### src/rtl/floppy_host_map.vh
// Offsets, encodings and reset values for the floppy host register decode
`ifndef FLOPPY_HOST_MAP_VH
`define FLOPPY_HOST_MAP_VH

// Floppy register offsets from the programmed base
`define OFS_STATUS_A 3'h0
`define OFS_STATUS_B 3'h1
`define OFS_OUTPUT_CTRL 3'h2
`define OFS_TAPE_CTRL 3'h3
`define OFS_MAIN_STATUS 3'h4
`define OFS_DATA_PORT 3'h5
`define OFS_RESERVED 3'h6
`define OFS_INPUT_STATUS 3'h7

// Index port of the main and alternate configuration pairs; data port is one above
`define CFG_PORT_MAIN 16'h03f0
`define CFG_PORT_ALT 16'h0370

// Configuration state entry and exit keys
`define CFG_KEY_ENTER 8'h55
`define CFG_KEY_EXIT 8'haa

// Configuration register indices
`define CFG_IDX_MODE 8'h03
`define CFG_IDX_FORCE 8'h17
`define CFG_IDX_BASE 8'h20

// Mode and force configuration field positions
`define MODE_ALT_FLOPPY_BIT 0
`define MODE_STYLE_SEL_BIT 1
`define MODE_REG_SET_BIT 2
`define FORCE_WP_BIT 0

// Reset values and the output control gate bit position
`define MODE_RESET 8'h06
`define FORCE_RESET 8'h00
`define BASE_RESET 8'h00
`define OUTPUT_CTRL_RESET 8'h00
`define TAPE_CTRL_RESET 8'h00
`define RATE_RESET 8'h02
`define DMA_GATE_BIT 3

// Host interface style encodings
`define STYLE_PRIMARY 2'h0
`define STYLE_SECOND 2'h1
`define STYLE_COMPACT 2'h2

`endif

### src/rtl/floppy_host_register_decode.v
// Host register decode, configuration port and status A for the floppy block
// Operation
// - All host registers are eight bits
// - Config pair at 3F0 or 370, write only
// - Blocks disabled until base is programmed
// - Config changes only in configuration state
// - Alternate mode bit picks floppy mode
// - Any style works in either floppy mode
// - Two config bits decode host style
// - Primary: gate bit valid, tri-state, high polarity
// - Second: gate ignored, always drive, low polarity
// - Compact: gate valid, TC high, density low
// - Offsets 0 to 3 decode as listed
// - Offsets 4, 5, 7 split read and write
// - Status A readable in second, compact styles
// - Status A read in primary leaves bus floating
// - Second style status A bit layout
// - Bit 0 direction, high means inward
// - Bit 1 write protect low, forced too
// - Bit 2 index shown active low
// - Bit 3 head side active high
// - Bit 4 track zero active low
// - Bit 5 live step level
// - Bit 6 drive-2 flag reads one
// - Bit 7 mirrors interrupt output level
`timescale 1ns/100ps
`include "floppy_host_map.vh"

module floppy_host_register_decode #(
	parameter ADDR_W = 16
) (
	// Clock and reset
	input wire clock_in,
	input wire rst_n_in,
	// Host I/O bus pins
	input wire [ADDR_W-1:0] io_addr_in,
	input wire aen_in,
	input wire io_rd_n_in,
	input wire io_wr_n_in,
	input wire [7:0] io_data_in,
	output reg [7:0] io_data_out,
	output wire io_data_oe_out,
	// Strap choosing the configuration pair
	input wire cfg_port_alt_in,
	// Drive interface inputs
	input wire track_zero_n_in,
	input wire index_pulse_n_in,
	input wire write_protect_n_in,
	// Host terminal count pin
	input wire tc_pin_in,
	// Controller core signals, same clock
	input wire core_irq_in,
	input wire core_drq_in,
	input wire core_step_in,
	input wire core_dir_in,
	input wire core_head_side_in,
	input wire core_density_in,
	input wire [7:0] core_status_b_in,
	input wire [7:0] core_main_status_in,
	input wire [7:0] core_data_in,
	input wire [7:0] core_input_status_in,
	// Core data port strobes
	output reg data_port_wr_out,
	output reg data_port_rd_out,
	output reg [7:0] data_port_wdata_out,
	// Control registers toward the core
	output reg [7:0] output_ctrl_out,
	output reg [7:0] tape_ctrl_out,
	output reg [7:0] rate_select_out,
	output reg [7:0] rate_config_out,
	output reg rate_select_wr_out,
	// Mode and pin conditioning
	output wire [1:0] host_style_out,
	output wire alternate_floppy_mode_out,
	output wire config_state_out,
	output wire disk_irq_out,
	output wire disk_irq_oe_out,
	output wire drq_out,
	output wire drq_oe_out,
	output wire tc_active_out,
	output wire density_select_out
);

	// Style from the style select bit and register set select bit
	function [1:0] style_of;
		input style_sel;
		input reg_set_select;
		begin
			if (style_sel && reg_set_select)
				style_of = `STYLE_PRIMARY;
			else if (!style_sel && reg_set_select)
				style_of = `STYLE_SECOND;
			else
				style_of = `STYLE_COMPACT;
		end
	endfunction

	// Apply pin polarity, one meaning active high
	function pol;
		input value;
		input active_high;
		begin
			pol = active_high ? value : ~value;
		end
	endfunction

	// Reset release stages
	reg rst_meta_ff;
	reg rst_sync_ff;
	wire rst_n;

	// Synchroniser stages for the bus and drive pins
	reg [ADDR_W+15:0] pin_meta_ff;
	reg [ADDR_W+15:0] pin_sync_ff;
	wire [ADDR_W-1:0] addr;
	wire aen;
	wire rd_n;
	wire wr_n;
	wire [7:0] wdata;
	wire strap_alt;
	wire trk0_n;
	wire index_n;
	wire wp_n;
	wire tc_pin;

	// Strobe history for edge detection
	reg rd_n_prev_ff;
	reg wr_n_prev_ff;
	reg [ADDR_W-1:0] addr_hold_ff;
	wire rd_start;
	wire wr_end;

	// Configuration state and registers
	reg cfg_state_ff;
	reg port_alt_ff;
	reg [7:0] cfg_index_ff;
	reg [7:0] cfg_mode_ff;
	reg [7:0] cfg_force_ff;
	reg [7:0] cfg_base_ff;

	// Compact style step latch
	reg step_latch_ff;
	reg step_prev_ff;

	// Decode terms
	wire [ADDR_W-1:0] cfg_base_addr;
	wire cfg_index_hit;
	wire cfg_data_hit;
	wire block_enabled;
	wire block_hit;
	wire [2:0] offset;
	wire [1:0] style;
	wire primary;
	wire second;
	wire dma_gate;
	wire wp_n_eff;
	reg [7:0] status_a;
	reg [7:0] rd_mux;
	reg rd_valid;

	// Hold reset low until two edges after the pin releases
	always @(posedge clock_in or negedge rst_n_in) begin
		if (!rst_n_in) begin
			rst_meta_ff <= 1'b0;
			rst_sync_ff <= 1'b0;
		end else begin
			rst_meta_ff <= 1'b1;
			rst_sync_ff <= rst_meta_ff;
		end
	end
	assign rst_n = rst_sync_ff;

	// Two-stage synchroniser for every pin from outside the clock domain
	always @(posedge clock_in or negedge rst_n) begin
		if (!rst_n) begin
			pin_meta_ff <= {(ADDR_W+16){1'b1}};
			pin_sync_ff <= {(ADDR_W+16){1'b1}};
		end else begin
			pin_meta_ff <= {io_addr_in, aen_in, io_rd_n_in, io_wr_n_in, io_data_in,
				cfg_port_alt_in, track_zero_n_in, index_pulse_n_in, write_protect_n_in,
				tc_pin_in};
			pin_sync_ff <= pin_meta_ff;
		end
	end
	assign addr = pin_sync_ff[ADDR_W+15:16];
	assign aen = pin_sync_ff[15];
	assign rd_n = pin_sync_ff[14];
	assign wr_n = pin_sync_ff[13];
	assign wdata = pin_sync_ff[12:5];
	assign strap_alt = pin_sync_ff[4];
	assign trk0_n = pin_sync_ff[3];
	assign index_n = pin_sync_ff[2];
	assign wp_n = pin_sync_ff[1];
	assign tc_pin = pin_sync_ff[0];

	// Edge history; address held from the cycle the write was still active
	always @(posedge clock_in or negedge rst_n) begin
		if (!rst_n) begin
			rd_n_prev_ff <= 1'b1;
			wr_n_prev_ff <= 1'b1;
			addr_hold_ff <= {ADDR_W{1'b0}};
		end else begin
			rd_n_prev_ff <= rd_n;
			wr_n_prev_ff <= wr_n;
			addr_hold_ff <= addr;
		end
	end
	// Writes act at release so address and data have settled
	assign rd_start = rd_n_prev_ff && !rd_n && !aen;
	assign wr_end = !wr_n_prev_ff && wr_n && !aen;

	// Configuration pair chosen by the strap as last sampled outside configuration state
	assign cfg_base_addr = port_alt_ff ? `CFG_PORT_ALT : `CFG_PORT_MAIN;
	assign cfg_index_hit = addr_hold_ff == cfg_base_addr;
	assign cfg_data_hit = addr_hold_ff == (cfg_base_addr | 16'h0001);

	// Base zero after power-up leaves the block dark
	assign block_enabled = cfg_base_ff[7:1] != 7'h00;
	// Base register holds address bits 9 to 2; bit 0 of it is unused
	assign block_hit = block_enabled && (addr[ADDR_W-1:10] == {(ADDR_W-10){1'b0}})
		&& (addr[9:3] == cfg_base_ff[7:1]);
	assign offset = addr[2:0];

	// Style and floppy mode are independent fields
	assign style = style_of(cfg_mode_ff[`MODE_STYLE_SEL_BIT],
		cfg_mode_ff[`MODE_REG_SET_BIT]);
	assign primary = style == `STYLE_PRIMARY;
	assign second = style == `STYLE_SECOND;
	assign host_style_out = style;
	assign alternate_floppy_mode_out = cfg_mode_ff[`MODE_ALT_FLOPPY_BIT];
	assign config_state_out = cfg_state_ff;

	// Gate bit only counts outside the second style
	assign dma_gate = second | output_ctrl_out[`DMA_GATE_BIT];
	assign disk_irq_out = core_irq_in;
	assign drq_out = core_drq_in;
	assign disk_irq_oe_out = dma_gate;
	assign drq_oe_out = dma_gate;
	// Terminal count is ignored while the gate holds the pins off
	assign tc_active_out = dma_gate & pol(tc_pin, !second);
	assign density_select_out = pol(core_density_in, primary);

	// Forced protect reads as protected regardless of the drive
	assign wp_n_eff = wp_n & ~cfg_force_ff[`FORCE_WP_BIT];

	// Configuration port: entry key, index, data, exit key
	always @(posedge clock_in or negedge rst_n) begin
		if (!rst_n) begin
			cfg_state_ff <= 1'b0;
			port_alt_ff <= 1'b0;
			cfg_index_ff <= 8'h00;
			cfg_mode_ff <= `MODE_RESET;
			cfg_force_ff <= `FORCE_RESET;
			cfg_base_ff <= `BASE_RESET;
		end else begin
			// Strap sampled while idle, so it is caught after release
			if (!cfg_state_ff)
				port_alt_ff <= strap_alt;
			if (wr_end && cfg_index_hit) begin
				// Index port also carries the keys
				if (!cfg_state_ff && wdata == `CFG_KEY_ENTER)
					cfg_state_ff <= 1'b1;
				else if (cfg_state_ff && wdata == `CFG_KEY_EXIT)
					cfg_state_ff <= 1'b0;
				else if (cfg_state_ff)
					cfg_index_ff <= wdata;
			end else if (wr_end && cfg_data_hit && cfg_state_ff) begin
				case (cfg_index_ff)
					`CFG_IDX_MODE: begin
						cfg_mode_ff <= wdata;
					end
					`CFG_IDX_FORCE: begin
						cfg_force_ff <= wdata;
					end
					`CFG_IDX_BASE: begin
						cfg_base_ff <= wdata;
					end
					default: begin
						// Unknown index is dropped
						cfg_index_ff <= cfg_index_ff;
					end
				endcase
			end
		end
	end

	// Floppy register writes; the block keeps working in config state
	always @(posedge clock_in or negedge rst_n) begin
		if (!rst_n) begin
			output_ctrl_out <= `OUTPUT_CTRL_RESET;
			tape_ctrl_out <= `TAPE_CTRL_RESET;
			rate_select_out <= `RATE_RESET;
			rate_config_out <= `RATE_RESET;
			rate_select_wr_out <= 1'b0;
			data_port_wr_out <= 1'b0;
			data_port_wdata_out <= 8'h00;
		end else begin
			rate_select_wr_out <= 1'b0;
			data_port_wr_out <= 1'b0;
			// Address from the held copy matches the active write cycle
			if (wr_end && block_enabled && addr_hold_ff[9:3] == cfg_base_ff[7:1]
				&& addr_hold_ff[ADDR_W-1:10] == {(ADDR_W-10){1'b0}}) begin
				case (addr_hold_ff[2:0])
					`OFS_OUTPUT_CTRL: begin
						output_ctrl_out <= wdata;
					end
					`OFS_TAPE_CTRL: begin
						tape_ctrl_out <= wdata;
					end
					`OFS_MAIN_STATUS: begin
						rate_select_out <= wdata;
						rate_select_wr_out <= 1'b1;
					end
					`OFS_DATA_PORT: begin
						data_port_wdata_out <= wdata;
						data_port_wr_out <= 1'b1;
					end
					`OFS_INPUT_STATUS: begin
						rate_config_out <= wdata;
					end
					default: begin
						// Status A, status B and reserved offsets ignore writes
						data_port_wr_out <= 1'b0;
					end
				endcase
			end
		end
	end

	// Compact style step latch, cleared by an input status read
	always @(posedge clock_in or negedge rst_n) begin
		if (!rst_n) begin
			step_latch_ff <= 1'b0;
			step_prev_ff <= 1'b0;
		end else begin
			step_prev_ff <= core_step_in;
			// A new step pulse beats a clearing read in the same cycle
			if (core_step_in && !step_prev_ff)
				step_latch_ff <= 1'b1;
			else if (rd_start && block_hit && offset == `OFS_INPUT_STATUS)
				step_latch_ff <= 1'b0;
		end
	end

	// Status A layout per style
	always @* begin
		status_a = 8'h00;
		if (second) begin
			status_a[7] = core_irq_in;
			status_a[6] = 1'b1;
			status_a[5] = core_step_in;
			status_a[4] = trk0_n;
			status_a[3] = core_head_side_in;
			status_a[2] = index_n;
			status_a[1] = wp_n_eff;
			status_a[0] = core_dir_in;
		end else begin
			// Compact layout uses the opposite senses
			status_a[7] = core_irq_in;
			status_a[6] = core_drq_in;
			status_a[5] = step_latch_ff;
			status_a[4] = ~trk0_n;
			status_a[3] = ~core_head_side_in;
			status_a[2] = ~index_n;
			status_a[1] = ~wp_n_eff;
			status_a[0] = ~core_dir_in;
		end
	end

	// Read data select; reserved offset and config ports stay undriven
	always @* begin
		rd_mux = 8'h00;
		rd_valid = 1'b0;
		case (offset)
			`OFS_STATUS_A: begin
				rd_mux = status_a;
				rd_valid = !primary;
			end
			`OFS_STATUS_B: begin
				rd_mux = core_status_b_in;
				rd_valid = !primary;
			end
			`OFS_OUTPUT_CTRL: begin
				rd_mux = output_ctrl_out;
				rd_valid = 1'b1;
			end
			`OFS_TAPE_CTRL: begin
				rd_mux = tape_ctrl_out;
				rd_valid = 1'b1;
			end
			`OFS_MAIN_STATUS: begin
				rd_mux = core_main_status_in;
				rd_valid = 1'b1;
			end
			`OFS_DATA_PORT: begin
				rd_mux = core_data_in;
				rd_valid = 1'b1;
			end
			`OFS_INPUT_STATUS: begin
				rd_mux = core_input_status_in;
				rd_valid = 1'b1;
			end
			default: begin
				// Reserved location answers nothing
				rd_valid = 1'b0;
			end
		endcase
	end

	// Read data register and core read strobe
	always @(posedge clock_in or negedge rst_n) begin
		if (!rst_n) begin
			io_data_out <= 8'h00;
			data_port_rd_out <= 1'b0;
		end else begin
			io_data_out <= rd_mux;
			data_port_rd_out <= rd_start && block_hit && offset == `OFS_DATA_PORT;
		end
	end

	// Drive the bus only during a read of a valid location
	reg oe_ff;
	always @(posedge clock_in or negedge rst_n) begin
		if (!rst_n)
			oe_ff <= 1'b0;
		else
			oe_ff <= !rd_n && !aen && block_hit && rd_valid;
	end
	assign io_data_oe_out = oe_ff;

endmodule

### config.mk
export PLATFORM = sky130hd
export DESIGN_NAME = floppy_host_register_decode
export DESIGN_NICKNAME = d
export VERILOG_FILES = /design/src/rtl/floppy_host_register_decode.v
export VERILOG_INCLUDE_DIRS = /design/src /design/src/rtl
export SDC_FILE = /design/constraint.sdc
export NUM_CORES = 1
export LEC_CHECK = 0
export BUFFER_PORTS_ARGS = -buffer_cell sky130_fd_sc_hd__buf_2
export CAP_MARGIN = 0
export CORE_MARGIN = 5
export CORE_UTILIZATION = 50
export DETAILED_ROUTE_END_ITERATION = 6
export HOLD_SLACK_MARGIN = 0.02
export PLACE_DENSITY = 0.79
export SYNTH_ARGS = -nofsm -noshare
export SYNTH_HDL_FRONTEND = slang
export SYNTH_SLANG_ARGS = --single-unit
### constraint.sdc
create_clock -name clock_in -period 6 [get_ports clock_in]
set_clock_uncertainty 0.1 [all_clocks]
set_input_delay 0 -clock clock_in [delete_from_list [all_inputs] [get_ports clock_in]]
set_output_delay 0 -clock clock_in [all_outputs]
set_load 0.01 [all_outputs]
==> results of run 1 <==
## worst min-delay path by stage
stage,end,slack [ns]
floorplan,rst_meta_ff,-0.40
global placement,rst_meta_ff,-0.31
detailed placement,rst_meta_ff,-0.31
CTS,pin_meta_ff[9],0.1
global route,pin_meta_ff[21],0.11
finish,drq_out,0.10
## metrics by stage
step / hold slack [ns] / area, um^2 / setup WS (ns)
3_5_place_dp: -0.311 / 6760 / 3.60
2_1_floorplan: -0.396 / 5980 / 1.26
4_1_cts: 0.100 / 7900 / 2.96
5_1_grt: 0.108 / 7900 / 2.80
6_report: 0.104 / 7900 / 2.89
3_3_place_gp: -0.315 / 6760 / 3.65
## Yosys cell counts, types with 7 or more instances
cell,n
nor2_1,11
o21ai_0,8
mux2_2,64
clkbuf_1,13
dfstp_2,70
xnor2_1,18
nand2_1,22
dfrtp_1,89
nand3_1,8
a21oi_1,7
mux2i_1,7
## worst max-delay path, stage by stage, from the launching register on
cell,delay [ns]
dfstp_2,0.96
mux2i_1,0.31
o21ai_0,0.11
dlygate4sd3_1,0.60
a221o_1,0.34
dlygate4sd3_1,0.55
## flip-flops by register name (all words and copies together) (netlist names), 3 cells and up
| name | flops |
|---|---|
| rate_config_out | 8 |
| cfg_base_ff | 7 |
| addr_hold_ff | 16 |
| cfg_index_ff | 8 |
| pin_meta_ff | 32 |
| rate_select_out | 8 |
| pin_sync_ff | 32 |
| cfg_mode_ff | 3 |
| output_ctrl_out | 8 |
| data_port_wdata_out | 8 |
| tape_ctrl_out | 8 |
| io_data_out | 8 |
## final cells by class
type / instances / area (um^2)
Clock buffer: 22 / 465
Multi-Input combinational cell: 213 / 1820
Fill cell: 857 / 3960
Inverter: 3 / 11.3
Timing Repair Buffer: 191 / 1240
Sequential cell: 159 / 4070
Clock inverter: 10 / 111
Tap cell: 147 / 184
## per-layer routing
metal  global-route usage (%)  vias up
met1                     24.0     1965
li1                         -     1774
met5                        0        -
met2                     32.8      178
met3                     6.55       20
met4                     5.87        0
## power groups by stage
| stage | logic (uW) | registers (uW) | clock network, uW |
|---|---|---|---|
| 2_1_floorplan | 42.6 | 1170 | 0 |
| 3_3_place_gp | 78.4 | 1180 | 0 |
| 3_5_place_dp | 80.6 | 1190 | 0 |
| 4_1_cts | 113 | 1170 | 1060 |
| 5_1_grt | 125 | 1170 | 1110 |
| 6_report | 114 | 1170 | 1040 |
## cells by family (layout without fill, tap and decap cells)
group / count (synthesis) / after routing / share of synthesized area [%]
buf+inv: 21 / 226 / 1.65
mux: 74 / 74 / 14.3
flops: 159 / 159 / 68.0
simple gates: 89 / 89 / 9.81
xor+xnor: 21 / 21 / 3.07
compound gates: 28 / 28 / 3.07
other cells: 1 / 1 / 0.0627
==> impl_metrics.yaml, run 1 <==
sta:
  rsz0062_at_grt: "no"
  hold_violations: 0
  maxSlewViolCount: 0
  setup_viol: 0
  tightest_slew_ns: 1.08
  relSlewSlack_pct: 28.1
  max_freq_ghz: 0.322
  fin_crit_sh_pct: 51.8
  fin_crit_ns: 3.11
  tns_ns: 0
die:
  rows: 40
  die_y_um: 119
  dieArea_um2: 14300
  ios: 134
  coreArea_um2: 11900
  die_w_um: 119
  start_util_pct: 50.4
grt:
  grt_antenna_before_repair: 0
  grt_pass1_vias: 4197
  gr-total-overflow: 0
  grt_pass1_wl_um: 21600
  grt_max_degree: 95
  grt_usage_pct: 19.5
setup_path:
  critPathMaxFanout: 33
  worst_ep_required_time_ns: 6.19
  cp-start-kind: "flop"
  startpoint: "pin_sync_ff[16]"
  ff2ff_setup_slack_ns: 2.89
  cp-endpoint: "io_data_out[5]"
  reg2reg_from: "pin_sync_ff[16]"
  ff2ff_path_depth: 5
  path_class: "flop to flop"
  critPathArrivalTime_ns: 3.30
  end_kind: "flop"
  r2r-end: "io_data_out[5]"
final_layout:
  antenna_cells: 0
  drive_gt1_share_pct: 52.8
  final_cell_mix: "buf_2 (133), dfrtp_1 (88), dfstp_2 (70), mux2_2 (64), dlygate4sd3_1 (56)"
  fin_util_pct: 66.6
  final_common_cell: "buf_2"
  stdcell_count: 745
  layout-area-overhead-vs-synth_pct: 32.1
  final_nets: 657
synth:
  yosysTopAreaCellShare_pct: 37.2
  ys_ff_latch: 159
  syn-num-nets: 465
  synth.cell_area_um2: 5980
  synth-async-reset-ratio_pct: 100
  synth_top_cells_by_area: "dfrtp_1 (37%), dfstp_2 (31%), mux2_2 (12%), xnor2_1 (2.6%), nand2_1 (1.4%)"
  synth_edf_count: 0
  syn_inst: 393
  synth_cell_type_count: 46
  synth_area_leader_cell: "dfrtp_1"
  yosysWarnings: 0
  seq_area_frac_synth_pct: 68.0
  synth_ff_type: "dfrtp_1"
  avgSynthCellArea_um2: 15.2
min_path:
  min_from: "core_drq_in"
  hold_path.class: "primary input to output port"
  holdPathStages: 2
job:
  maxCapViolations: 0
cts:
  cts_resized: 0
  htreeDepth: 4
  cts_buffers: 17
  cts.sinks: 159
  clock_latency_ns: 0.41
  hold_buffers: 56
  cts.path.max_buffers: 2
  post_cts_buffers: 0
  clockRootBuffer: "clkbuf_16"
  clk_pin_slew_ns: 0.06
  cts_tree: "built"
drt:
  drt-pass1-iter-count: 5
  drt_iter0_drc: 224
  drc: 0
  totalWireLength_um: 13200
  dr_total_vias: 3937
  route.met3.wl_um: 1020
  wl_met2_um: 6560
  avgRoutedWirePerCell_um: 17.8
  ant_nets: 0
  routed_via_density: 5.28
  drt-met1-wl_um: 5450
  top_layer: "met4"
power:
  p_int_uw: 1830
  power.switching_uw: 490
  power_uw: 2320
  swShare_pct: 21.1
  seqPwrFrac_pct: 50.3
  clkPwrFrac_pct: 44.7
  ir_drop_uv: 200
  p_per_area_nw_per_um2: 294
  power_leakage_uw: 0.00378
  power_frac_comb_pct: 4.9
run_status:
  status: "finished, final reports clean"
placed_design:
  dpl.cell_count: 657
  io_buffer_count: 133
  post-dp-hpwl_um: 8900
  gp_congestion: 0.866
No activity file was read; power rests on OpenSTA's default activity.
==> run 2, diff against run 1 <==
==> constraint.sdc (replaced) <==
create_clock -name clock_in -period 2.9 [get_ports clock_in]
set_clock_uncertainty 0.1 [all_clocks]
set_input_delay 0 -clock clock_in [delete_from_list [all_inputs] [get_ports clock_in]]
set_output_delay 0 -clock clock_in [all_outputs]
set_load 0.01 [all_outputs]
==> impl_metrics.yaml, run 2 (synthesis results as in run 1) <==
die:
  coreArea_um2: 11900
  rows: 40
  die_y_um: 119
  ios: 134
  dieArea_um2: 14300
  die_w_um: 119
  start_util_pct: 50.4
setup_path:
  cp-start-kind: "flop"
  critPathMaxFanout: 24
  critPathArrivalTime_ns: 2.96
  startpoint: "pin_sync_ff[16]"
  worst_ep_required_time_ns: 3.11
  end_kind: "flop"
  ff2ff_setup_slack_ns: 0.14
  ff2ff_path_depth: 8
  reg2reg_from: "pin_sync_ff[16]"
  r2r-end: "io_data_out[0]"
  path_class: "flop to flop"
drt:
  drc: 0
  drt-pass1-iter-count: 4
  ant_nets: 0
  drt_iter0_drc: 222
  dr_total_vias: 3921
  routed_via_density: 5.21
  avgRoutedWirePerCell_um: 18.2
  totalWireLength_um: 13700
min_path:
  holdPathStages: 4
  hold_path.class: "primary input to flop"
  min_to: "io_data_out[7]"
  min_from: "core_irq_in"
placed_design:
  post-dp-hpwl_um: 9210
  io_buffer_count: 133
  dp_slack_ns: 0.448
  gp_congestion: 0.860
power:
  p_per_area_nw_per_um2: 631
  power_frac_comb_pct: 5.1
  power_uw: 5080
  clkPwrFrac_pct: 47.6
  seqPwrFrac_pct: 47.3
  swShare_pct: 20.7
  p_int_uw: 4030
  power.switching_uw: 1050
  ir_drop_uv: 411
  power_leakage_uw: 0.00386
sta:
  rsz0062_at_grt: "no"
  hold_violations: 0
  maxSlewViolCount: 0
  setup_viol: 0
  relSlewSlack_pct: 50.3
  fin_ws_ns: 0.143
  fin_crit_ns: 2.76
  tightest_slew_ns: 0.739
  fin_crit_sh_pct: 95.1
  tns_ns: 0
  max_freq_ghz: 0.363
cts:
  cts.sinks: 159
  clockRootBuffer: "clkbuf_16"
  clk_pin_slew_ns: 0.06
  cts.path.max_buffers: 2
  post_cts_buffers: 0
  cts_tree: "built"
  clock_latency_ns: 0.42
  htreeDepth: 4
  cts_buffers: 17
final_layout:
  drive_gt1_share_pct: 53.2
  final_common_cell: "buf_2"
  final_cell_mix: "buf_2 (133), dfrtp_1 (88), dfstp_2 (69), mux2_2 (64), dlygate4sd3_1 (60)"
  antenna_cells: 0
  fin_util_pct: 67.9
  final_nets: 664
  layout-area-overhead-vs-synth_pct: 34.7
  reg_top3: "pin_meta_ff: 32 flops, pin_sync_ff: 32 flops, addr_hold_ff: 16 flops"
job:
  maxCapViolations: 0
grt:
  grt_pass1_vias: 4390
  gr-total-overflow: 0
  grt_pass1_wl_um: 22500
  grt_antenna_before_repair: 0
  grt_max_degree: 67
  grt_usage_pct: 20.2
run_status:
  status: "finished, final reports clean"
-- run 2: changes by cell type in the layout (fill, tap and decap cells not counted), sizes merged --
cell / previous run / this run
buf: 135 / 138
bufinv: 2 / 4
clkinv: 6 / 4
clkbuf: 22 / 20
clkinvlp: 1 / 0
inv: 4 / 7
dlygate4sd3: 56 / 60
-- run 2: cell type report --
type | instances | area (um^2)
clock buffers | 20 | 479
clock inverters | 12 | 175
fillers | 798 | 3800
inverters | 3 | 11.3
multi-input cells | 213 | 1820
flip-flops and latches | 159 | 4070
well taps | 147 | 184
repair buffers | 198 | 1320
-- run 2: timing repair --
item,4_1_cts,5_1_grt
hold endpoints to repair,44,0
gates resized for setup,0,1
hold buffers,60,0
setup endpoints to repair,0,1
-- run 2: routing by layer --
| metal | GRT usage, % | routed length (um) | up-vias |
|---|---|---|---|
| li1 | - | - | 1788 |
| met1 | 25.0 | 5570 | 1950 |
| met2 | 33.5 | 6740 | 156 |
| met3 | 6.08 | 1050 | 27 |
| met4 | 8.02 | 289 | 0 |
| met5 | 0 | 0 | - |
-- run 2: power by group through the flow --
stage | combinational [uW] | sequential (uW) | clock [uW]
floorplan | 88.1 | 2430 | 0
global placement | 181 | 2440 | 0
detailed placement | 186 | 2440 | 0
CTS | 255 | 2410 | 2460
global route | 284 | 2420 | 2570
finish | 257 | 2400 | 2420
-- run 2: worst max-delay path, cell delays in order (launching register included) --
cell and delay, ns:
dfstp_4 0.77, buf_4 0.22, nor2_1 0.07, nand2_1 0.11, nand3_1 0.09, dlygate4sd3_1 0.58, o21ai_0 0.07, dlygate4sd3_1 0.56
nand2_1 0.06
-- run 2: how the worst max path moves through the flow --
stage | end | slack, ns | depth (start not counted)
2_1_floorplan | addr_hold_ff[0] | 0.23 | 0
3_3_place_gp | rate_config_out[5] | 0.54 | 5
3_5_place_dp | rate_config_out[0] | 0.45 | 5
4_1_cts | io_data_out[0] | 0.13 | 8
5_1_grt | io_data_out[0] | 0.03 | 8
6_report | io_data_out[0] | 0.14 | 8
-- run 2: per-stage QoR --
step                cell area, um^2  instances  hold slack, ns
floorplan                      5980        393          -0.396
CTS                            8050        752          0.0345
global route                   8060        752          0.0344
finish                         8060        752          0.0184
detailed placement             6800        660          -0.313
global placement               6800        660          -0.314
==> run 3, diff against run 2 <==
--- a/config.mk
+++ b/config.mk
@@ -11,7 +11,7 @@
 export CORE_MARGIN = 5
 export CORE_UTILIZATION = 50
 export DETAILED_ROUTE_END_ITERATION = 6
-export HOLD_SLACK_MARGIN = 0.02
+export HOLD_SLACK_MARGIN = 0.12
 export PLACE_DENSITY = 0.79
 export SYNTH_ARGS = -nofsm -noshare
 export SYNTH_HDL_FRONTEND = slang
==> impl_metrics.yaml, run 3 (synthesis results as in run 1) <==
run_status:
  status: "finished, final reports clean"
placed_design:
  dpl.cell_count: 660
  post-dp-hpwl_um: 9210
  io_buffer_count: 133
  gp_congestion: 0.860
  placed_area_um2: 6800
cts:
  cts.sinks: 159
  cts_tree: "built"
  clk_pin_slew_ns: 0.06
  cts_buffers: 17
  clockRootBuffer: "clkbuf_16"
  post_cts_buffers: 0
  cts.path.max_buffers: 2
  clock_latency_ns: 0.42
  htreeDepth: 4
die:
  rows: 40
  coreArea_um2: 11900
  dieArea_um2: 14300
  die_w_um: 119
  ios: 134
  start_util_pct: 50.4
  die_y_um: 119
sta:
  fin_crit_sh_pct: 94.5
  maxSlewViolCount: 0
  fin_crit_ns: 2.74
  relSlewSlack_pct: 52.0
  rsz0062_at_grt: "no"
  max_freq_ghz: 0.365
  hold_violations: 0
  tightest_slew_ns: 0.715
  worst_hold_slack_ns: 0.123
  tns_ns: 0
  setup_viol: 0
final_layout:
  final_nets: 693
  stdcell_count: 781
  nFillCells: 776
  postLayoutCellArea_um2: 8350
  reg_top3: "pin_meta_ff: 32 flops, pin_sync_ff: 32 flops, addr_hold_ff: 16 flops"
  fin_util_pct: 70.4
  drive_gt1_share_pct: 50.8
  final_common_cell: "buf_2"
  layout-area-overhead-vs-synth_pct: 39.5
  final_cell_mix: "buf_2 (133), dlygate4sd3_1 (89), dfrtp_1 (88), dfstp_2 (69), mux2_2 (64)"
  antenna_cells: 0
setup_path:
  worst_ep_required_time_ns: 3.11
  crit_family: "buffers and inverters"
  worst_path_max_delay_cell: "dfstp_4"
  end_kind: "flop"
  path_class: "flop to flop"
  path_buf_inv: 3
  critPathMaxFanout: 24
  cp-start-kind: "flop"
  critPathArrivalTime_ns: 2.95
  slowest_delay_ns: 0.77
  crit_chain: "buf_4, nor2_1, nand2_1, nand3_1, dlygate4sd3_1, o21ai_0, dlygate4sd3_1, nand2_1"
power:
  power_leakage_uw: 0.00398
  p_per_area_nw_per_um2: 612
  ir_drop_uv: 417
drt:
  drt_iter0_drc: 246
  routed_via_density: 5.21
  dr_total_vias: 4071
  ant_nets: 0
  drc: 0
  totalWireLength_um: 14000
  drt-pass1-iter-count: 4
  avgRoutedWirePerCell_um: 17.9
job:
  maxCapViolations: 0
grt:
  grt_antenna_before_repair: 0
  grt_usage_pct: 20.9
  grt_max_degree: 67
  grt_pass1_wl_um: 23200
  grt_pass1_vias: 4557
  gr-total-overflow: 0
min_path:
  hold_path.class: "flop to asynchronous set/reset pin"
-- run 3: cell types whose count changed in the layout (fill, tap and decap cells not counted) --
cell,before,now
dlygate4sd3_1,60,89
-- run 3: per-layer routing --
metal	GRT usage, %	up-vias	share of wire, %
met5	0	-	0
met4	7.66	0	1.8
met1	25.5	2035	40
met3	5.98	26	7.2
li1	-	1848	-
met2	35.3	162	51
-- run 3: path summary, 6_finish.rpt --
check	slack [ns]	cells after the start	to	start
min in group clock_in	0.13	2	pin_meta_ff[30]	io_addr_in[14]
hold / removal	0.12	0	rate_select_out[4]	rst_n
hold reg to reg	0.12	0	rate_select_out[4]	rst_n
max in group asynchronous	1.76	1	pin_meta_ff[5]	rst_n
setup reg to reg	0.16	8	io_data_out[0]	pin_sync_ff[16]
setup / recovery	0.16	8	io_data_out[0]	pin_sync_ff[16]
-- run 3: final cells by class --
type	instances	area [um^2]	share of cell area, %
tap	147	184	2.20
timing repair buffer	227	1610	19.2
inverter	3	11.3	0.135
clock inverter	12	175	2.10
multi-input combinational	213	1820	21.8
sequential	159	4070	48.8
clock buffer	20	479	5.74
-- run 3: power by group --
part	switching [uW]	internal, uW
logic	114	175
registers	74.1	2330
clock network	870	1550
total	1060	4050
-- run 3: timing repair --
item,in CTS,in global routing
setup endpoints to repair,0,1
hold buffers,89,0
endpoints found under the hold margin,45,0
resized for setup,0,1
-- run 3: per-stage QoR --
| stage | setup slack (ns) | total power, uW |
|---|---|---|
| after floorplan | 0.233 | 2520 |
| after global placement | 0.542 | 2620 |
| after detailed placement | 0.448 | 2630 |
| after CTS | 0.129 | 5150 |
| after global routing | 0.0462 | 5300 |
| final | 0.161 | 5110 |
